File: src/hdl/vsync_consts.vh
// Function
// - Status flag reads 1 inside vertical non-display period, 0 in display period.
// - Non-display period height equals 7-bit field plus one lines.
// - Sync leading edge comes start field plus one lines after blank start.
// - Sync pulse lasts 3-bit width field plus one lines.
// - Polarity bit 1 gives active-high sync, 0 gives active-low sync.
// - Writes to the status bit position leave the status unchanged.
`ifndef VSYNC_CONSTS_VH
`define VSYNC_CONSTS_VH
`define ADDR_W 8
`define OFS_BLANK 8'h58
`define OFS_START 8'h59
`define OFS_WIDTH 8'h5a
`define OFS_IRQ_STAT 8'h5c
`define OFS_IRQ_MASK 8'h5d
`define BIT_FLAG 7
`define BIT_POL 7
`define RST_BLANK 7'h00
`define RST_START 7'h00
`define RST_WIDTH 3'h0
`define RST_POL 1'h0
`define IRQ_W 2
`define IRQ_BLANK_BEG 0
`define IRQ_SYNC_BEG 1
`endif

File: src/hdl/vsync_timing.v
// Strobed register access is this design's own decision.
`timescale 1ns/10ps
`default_nettype none
`include "vsync_consts.vh"
// Vertical non-display and sync pulse generator for the CRT/TV pipe.
// Line boundaries and the display-end point come from horizontal and
// vertical display timing elsewhere; this block owns only the blank tail.
module vsync_timing (
	input wire clk_sys,
	input wire rst_b,
	input wire ce,
	input wire line_end,
	input wire display_done,
	input wire [`ADDR_W-1:0] reg_addr,
	input wire [7:0] reg_wdata,
	input wire reg_wr,
	input wire reg_rd,
	output reg [7:0] reg_rdata,
	output wire vertical_sync_pulse,
	output wire blank_active,
	output wire frame_start,
	output wire irq
);
	reg [6:0] blank_height_r;
	reg [6:0] sync_start_r;
	reg [2:0] sync_width_r;
	reg sync_pol_r;
	reg [`IRQ_W-1:0] irq_mask_r;
	reg blank_r;
	reg sync_r;
	reg [7:0] rdata_nxt;
	wire [7:0] line_cnt;
	wire [`IRQ_W-1:0] irq_status;
	wire [`IRQ_W-1:0] irq_clear;
	wire blank_start;
	wire blank_end;
	wire sync_on;
	wire sync_off;
	wire [`IRQ_W-1:0] irq_events;

	// Field plus one, widened so 127 + 1 cannot wrap
	function [7:0] plus_one;
		input [6:0] f;
		begin
			plus_one = {1'b0, f} + 8'h01;
		end
	endfunction

	// Configuration writes; status bit is not writable
	always @(posedge clk_sys) begin
		if (!rst_b) begin
			blank_height_r <= `RST_BLANK;
			sync_start_r <= `RST_START;
			sync_width_r <= `RST_WIDTH;
			sync_pol_r <= `RST_POL;
			irq_mask_r <= {`IRQ_W{1'b0}};
		end else if (ce && reg_wr) begin
			if (reg_addr == `OFS_BLANK) begin
				blank_height_r <= reg_wdata[6:0];
			end else if (reg_addr == `OFS_START) begin
				sync_start_r <= reg_wdata[6:0];
			end else if (reg_addr == `OFS_WIDTH) begin
				sync_width_r <= reg_wdata[2:0];
				sync_pol_r <= reg_wdata[`BIT_POL];
			end else if (reg_addr == `OFS_IRQ_MASK) begin
				irq_mask_r <= reg_wdata[`IRQ_W-1:0];
			end
		end
	end

	// Line counter: 1 on the first blank line, then counts up
	vsync_line_counter #(
		.CNT_W(7)
	) u_cnt (
		.clk_sys(clk_sys),
		.rst_b(rst_b),
		.ce(ce),
		.line_end(line_end),
		.blank_start(blank_start),
		.line_cnt_r(line_cnt)
	);

	// Blank begins at the line boundary that ends the display area
	assign blank_start = line_end && display_done && !blank_r;
	// Blank ends after height plus one whole lines; at-or-past so a
	// height rewritten below the running count cannot hang the blank
	assign blank_end = line_end && blank_r
		&& (line_cnt >= plus_one(blank_height_r));
	// Sync leads after start plus one lines, never on the closing line
	assign sync_on = line_end && blank_r && !sync_r && !blank_end
		&& (line_cnt == plus_one(sync_start_r));
	// Lasts width plus one lines; at-or-past for the same rewrite hazard
	assign sync_off = line_end && sync_r
		&& (line_cnt >= plus_one(sync_start_r) + plus_one({4'h0, sync_width_r}));

	// Blank and sync state move only on line boundaries
	always @(posedge clk_sys) begin
		if (!rst_b) begin
			blank_r <= 1'b0;
			sync_r <= 1'b0;
		end else if (ce) begin
			if (blank_start) begin
				blank_r <= 1'b1;
			end else if (blank_end) begin
				blank_r <= 1'b0;
			end
			// Forced off at blank end if software broke the sizing
			if (sync_on) begin
				sync_r <= 1'b1;
			end else if (sync_off || blank_end) begin
				sync_r <= 1'b0;
			end
		end
	end

	// Polarity applied after the state, TV needs the bit at zero
	assign vertical_sync_pulse = sync_pol_r ? sync_r : ~sync_r;
	assign blank_active = blank_r;
	assign frame_start = ce && blank_end;

	// Interrupt events and write-one-to-clear
	assign irq_events[`IRQ_BLANK_BEG] = ce && blank_start;
	assign irq_events[`IRQ_SYNC_BEG] = ce && sync_on;
	assign irq_clear = (reg_wr && reg_addr == `OFS_IRQ_STAT)
		? reg_wdata[`IRQ_W-1:0] : {`IRQ_W{1'b0}};

	vsync_irq #(
		.W(`IRQ_W)
	) u_irq (
		.clk_sys(clk_sys),
		.rst_b(rst_b),
		.ce(ce),
		.event_set(irq_events),
		.clear_ones(irq_clear),
		.mask_bits(irq_mask_r),
		.status_r(irq_status),
		.irq(irq)
	);

	// Read mux, unmapped addresses read zero
	always @* begin
		rdata_nxt = 8'h00;
		if (reg_addr == `OFS_BLANK) begin
			rdata_nxt = {blank_r, blank_height_r};
		end else if (reg_addr == `OFS_START) begin
			rdata_nxt = {1'b0, sync_start_r};
		end else if (reg_addr == `OFS_WIDTH) begin
			rdata_nxt = {sync_pol_r, 4'h0, sync_width_r};
		end else if (reg_addr == `OFS_IRQ_STAT) begin
			rdata_nxt = {6'h00, irq_status};
		end else if (reg_addr == `OFS_IRQ_MASK) begin
			rdata_nxt = {6'h00, irq_mask_r};
		end
	end

	// Read data registered, valid the cycle after the strobe
	always @(posedge clk_sys) begin
		if (!rst_b) begin
			reg_rdata <= 8'h00;
		end else if (ce) begin
			reg_rdata <= reg_rd ? rdata_nxt : 8'h00;
		end
	end
endmodule // vsync_timing
`default_nettype wire

File: src/hdl/vsync_line_counter.v
`timescale 1ns/10ps
`default_nettype none
`include "vsync_consts.vh"
// Counts lines inside the non-display period
module vsync_line_counter #(
	parameter CNT_W = 7
) (
	input wire clk_sys,
	input wire rst_b,
	input wire ce,
	input wire line_end,
	input wire blank_start,
	output reg [CNT_W:0] line_cnt_r
);
	// Restart at one on blank entry, saturate to avoid wrap
	always @(posedge clk_sys) begin
		if (!rst_b) begin
			line_cnt_r <= {(CNT_W+1){1'b0}};
		end else if (ce && line_end) begin
			if (blank_start) begin
				line_cnt_r <= {{CNT_W{1'b0}}, 1'b1};
			end else if (line_cnt_r != {(CNT_W+1){1'b1}}) begin
				line_cnt_r <= line_cnt_r + 1'b1;
			end
		end
	end
endmodule // vsync_line_counter
`default_nettype wire

File: src/hdl/vsync_irq.v
`timescale 1ns/10ps
`default_nettype none
`include "vsync_consts.vh"
// Sticky status with write-one-to-clear and mask
module vsync_irq #(
	parameter W = 2
) (
	input wire clk_sys,
	input wire rst_b,
	input wire ce,
	input wire [W-1:0] event_set,
	input wire [W-1:0] clear_ones,
	input wire [W-1:0] mask_bits,
	output reg [W-1:0] status_r,
	output wire irq
);
	// Set wins over a same-cycle clear so no event is lost
	always @(posedge clk_sys) begin
		if (!rst_b) begin
			status_r <= {W{1'b0}};
		end else if (ce) begin
			status_r <= (status_r & ~clear_ones) | event_set;
		end
	end
	assign irq = |(status_r & mask_bits);
endmodule // vsync_irq
`default_nettype wire

File: config.mk
export PLATFORM = sky130hd
export DESIGN_NAME = vsync_timing
export DESIGN_NICKNAME = d
export VERILOG_FILES = /design/src/hdl/vsync_timing.v /design/src/hdl/vsync_line_counter.v /design/src/hdl/vsync_irq.v
export VERILOG_INCLUDE_DIRS = /design/src /design/src/hdl
export SDC_FILE = /design/constraint.sdc
export NUM_CORES = 1
export LEC_CHECK = 0
export BUFFER_PORTS_ARGS = -buffer_cell sky130_fd_sc_hd__buf_2
export CELL_PAD_IN_SITES_DETAIL_PLACEMENT = 1
export CELL_PAD_IN_SITES_GLOBAL_PLACEMENT = 2
export CORE_ASPECT_RATIO = 0.7
export CORE_UTILIZATION = 32
export CTS_BUF_LIST = sky130_fd_sc_hd__clkbuf_8
export CTS_CLUSTER_DIAMETER = 150
export CTS_CLUSTER_SIZE = 16
export DETAILED_ROUTE_END_ITERATION = 10
export PLACE_DENSITY = 0.81
export SLEW_MARGIN = 40
export SYNTH_ARGS = -nofsm -noshare
export SYNTH_HDL_FRONTEND = slang
export SYNTH_SLANG_ARGS = --single-unit
File: constraint.sdc
create_clock -name clk_sys -period 2.68 [get_ports clk_sys]
set_input_delay 0.536 -clock clk_sys [delete_from_list [all_inputs] [get_ports clk_sys]]
set_output_delay 0.536 -clock clk_sys [all_outputs]
set_load 0.01 [all_outputs]
==> impl_metrics.csv <==
group,metric,value,unit
grt,grt_pass1_wl,13600,um
floorplan,die_height,77.8,um
final_layout,fillers,973,
floorplan,start_util,33.2,%
logic_synthesis,ys_types,52,
final_layout,drive_above_1_share,27.2,%
clock_network,cts_tree,"built",
final_layout,syn_to_final_growth,28.6,%
sta,slew-limit-headroom,64.3,%
critical_path,critPathCapture,"frame_start",
floorplan,die_area,8580,um2
sta,period_share,104,%
grt,grt_max_degree,33,
clock_network,cts_max_level,2,
power_and_ir_drop,fin_total_pwr,1.25,mW
routing,wl_per_cell,17.8,um
logic_synthesis,syn_area,2630,um2
final_layout,antennaDiodeCount,0,
critical_path,r2r_setup_slack,-20,ps
logic_synthesis,synth_flop_cell,"dfxtp_1",
clock_network,max-clock-path-buffers,2,
final_layout,area.sequential,815,um2
logic_synthesis,synth-xor-area-share,9.29,%
logic_synthesis,yosysWarnings,0,
critical_path,crit_path_start_kind,"register",
sta,rsz0062_at_grt,"true",
logic_synthesis,syn_inst,325,
placement,pre_cts_slack,-144,ps
sta,hold_viol,0,
routing,routed_wl,8630,um
routing,ant_nets,0,
clock_network,postCtsHoldBufs,0,
grt,grt-ovfl-total,0,
routing,firstDrtPassIters,4,
logic_synthesis,synth_top_family_by_area,"simple AND/OR/NAND/NOR gates",
outcome,status,"complete, but fails checks",
logic_synthesis,synth_mux_area_share,4.05,%
critical_path,r2r_start,"sync_start_r[0]",
final_layout,final_util,42.7,%
power_and_ir_drop,p_per_area,371,nW/um2
sta,fmax,359,MHz
critical_path,crit_start,"blank_height_r[1]",
floorplan,io_pins,35,
critical_path,crit_required,2140,ps
sta,maxSlewViolCount,0,
run,maxCapViolations,0,
sta,period_minus_slack,2780,ps
sta,setup_ws,-105,ps
floorplan,die_w,110,um
power_and_ir_drop,power.leakage,1.35,nW
floorplan,rows,27,
placement,gp_congestion,0.797,
critical_path,worstRegToRegCells,10,
logic_synthesis,yosys.area.top_type,"dfxtp_1",
grt,grt_pass1_vias,2525,
critical_path,critPathKind,"reg2out",
routing,drc,0,
clock_network,clock_latency,300,ps
final_layout,multiInputGateArea,1880,um2
logic_synthesis,synth_seq_cells,40,
routing,first_iter_violations,127,
placement,io_buffers,34,
final_layout,final_area,3380,um2
logic_synthesis,synth_edf_count,0,
critical_path,crit_arrival,2250,ps
floorplan,core-area,7910,um2
final_layout,instances_no_fill,484,
sta,setup_viol,2,
logic_synthesis,synthAdderAreaFrac,11.2,%
worst_hold_path,hp-class,"reg2reg",
logic_synthesis,yosys.area.top_type_share,30.5,%
logic_synthesis,avgSynthCellArea,8.08,um2
logic_synthesis,synth_compound_area_share,15.6,%
critical_path,path_buf_inv,1,
critical_path,crit_chain,"ha_4 -> nand3_4 -> nor2_4 -> xnor2_1 -> ha_1 -> nand4_1 -> o31ai_4 -> nand3_2 -> nor2_2 -> buf_2",
clock_network,path_clk_slew,90,ps
critical_path,cp_slowest_cell,"dfxtp_4",
clock_network,cts_buffers,5,
critical_path,max_stage_delay,380,ps
placement,placed_area,3070,um2
outcome,violations,"setup timing",
clock_network,root_buffer,"clkbuf_8",
placement,place_inst,472,
grt,grt_use_total,21.1,%
routing,vias_per_cell,5.29,
final_layout,nets,428,
logic_synthesis,yosysSeqAreaShare,30.5,%
placement,dpl.hpwl,6480,um
critical_path,cp_top_family,"simple AND/OR/NAND/NOR gates",
grt,antenna_found_initial,0,
routing,num_vias,2561,
critical_path,endpoint_kind,"output pin",
sta,worst_pin_slew,532,ps
clock_network,cts_sinks,40,
sta,finClkSkew,10.4,ps
critical_path,r2r_end,"sync_r",
critical_path,path_depth,10,
critical_path,crit_path_max_fanout,3,
logic_synthesis,synth-async-reset-ratio,0,%
logic_synthesis,synthesis.nets,371,
power_and_ir_drop,vdd_drop_max,184,uV
logic_synthesis,synth.area.top_cells,"dfxtp_1 31%, ha_1 10%, a21oi_1 5.9%, nand2_1 5.3%, nand3_1 5.1%",
logic_synthesis,synthSimpleGateAreaFrac,25.1,%
[per-layer routing]
layer	GRT usage (%)	up-vias	wire [um]
met5	0	-	0
met2	32.0	46	3850
li1	-	1262	-
met1	31.2	1246	4420
met3	3.19	7	290
met4	4.21	0	60
[through the flow]
stage	setup TNS, ps	hold WS, ps
floorplan	0	446
global placement	0	466
detailed placement	-160	473
CTS	-168	483
global route	-348	487
finish	-124	484
[cell usage after synthesis (4+ instances only)]
| cell | n |
|---|---|
| nor2_1 | 32 |
| inv_1 | 13 |
| clkbuf_1 | 8 |
| xnor2_1 | 11 |
| xor2_1 | 15 |
| nand2b_1 | 6 |
| nand4_1 | 9 |
| a21o_1 | 5 |
| nand3_1 | 27 |
| a2bb2oi_1 | 4 |
| dfxtp_1 | 40 |
| mux2i_1 | 8 |
| a21oi_1 | 31 |
| nor3_1 | 6 |
| ha_1 | 22 |
| nand2_1 | 37 |
[report_power, final]
part	switching (mW)	internal [mW]	leakage, nW	total, mW
Clock	0.241	0.305	0.0614	0.546
Combinational	0.0693	0.0392	0.959	0.109
Sequential	0.00414	0.594	0.326	0.598
Total	0.314	0.938	1.35	1.25
[worst reg2reg max path: stages, from the launching register on]
cell and delay (ps):
dfxtp_4 380, ha_4 270, fa_2 380, a21oi_2 220
nor4_2 70, xor2_1 160, ha_1 320, nand4_1 100
or4_1 500, o2111ai_1 110, o21ai_1 80
[worst min-delay path by stage]
stage / start / endpoint / slack [ps] / depth (start not counted)
3_3_place_gp: sync_width_r[0] / sync_width_r[0] / 470 / 2
6_report: sync_width_r[0] / sync_width_r[0] / 480 / 2
2_1_floorplan: u_irq.status_r[1] / u_irq.status_r[1] / 450 / 2
4_1_cts: reg_wdata[7] / sync_pol_r / 480 / 3
3_5_place_dp: sync_width_r[0] / sync_width_r[0] / 470 / 2
5_1_grt: reg_wdata[7] / sync_pol_r / 490 / 3
[placed cells by master (no fill, tap or decap), types with 8 or more instances in the layout]
cell type  netlist  routed
nand2_1         37      37
dfxtp_1         40      35
buf_2            2      34
nor2_1          32      30
a21oi_1         31      29
buf_4            0      29
nand3_1         27      24
ha_1            22      18
inv_1           13      13
xor2_1          15      12
xnor2_1         11      10
nand4_1          9       9
mux2i_1          8       8
[cells by family after synthesis]
| kind of cell | Yosys count |
|---|---|
| XOR/XNOR | 27 |
| flip-flops | 40 |
| AO/OA/AOI/OAI | 63 |
| buffers and inverters | 26 |
| adder cells (fa/ha/maj) | 23 |
| multiplexers | 10 |
| AND/OR/NAND/NOR | 136 |
[registers in the layout (all words and copies together) (netlist names)]
signal,cells
sync_r,1
irq_mask_r,2
reg_rdata,8
u_irq.status_r,2
blank_active,1
sync_start_r,7
sync_width_r,3
sync_pol_r,1
u_cnt.line_cnt_r,8
blank_height_r,7
[final cells by class]
class / count / area share [%]
timing repair buffer: 63 / 11.5
inverter: 13 / 1.44
clock buffer: 6 / 2.45
clock inverter: 2 / 1.15
tap: 101 / 3.74
multi-input combinational: 259 / 55.6
sequential: 40 / 24.1
[repair_timing]
item | in CTS | in global routing
gates resized for setup | 22 | 9
setup endpoints to repair | 2 | 2
setup buffers | 4 | 0
hold endpoints to repair | 0 | 0
pin swaps | 17 | 8
Power figures use the tool's default switching activity.
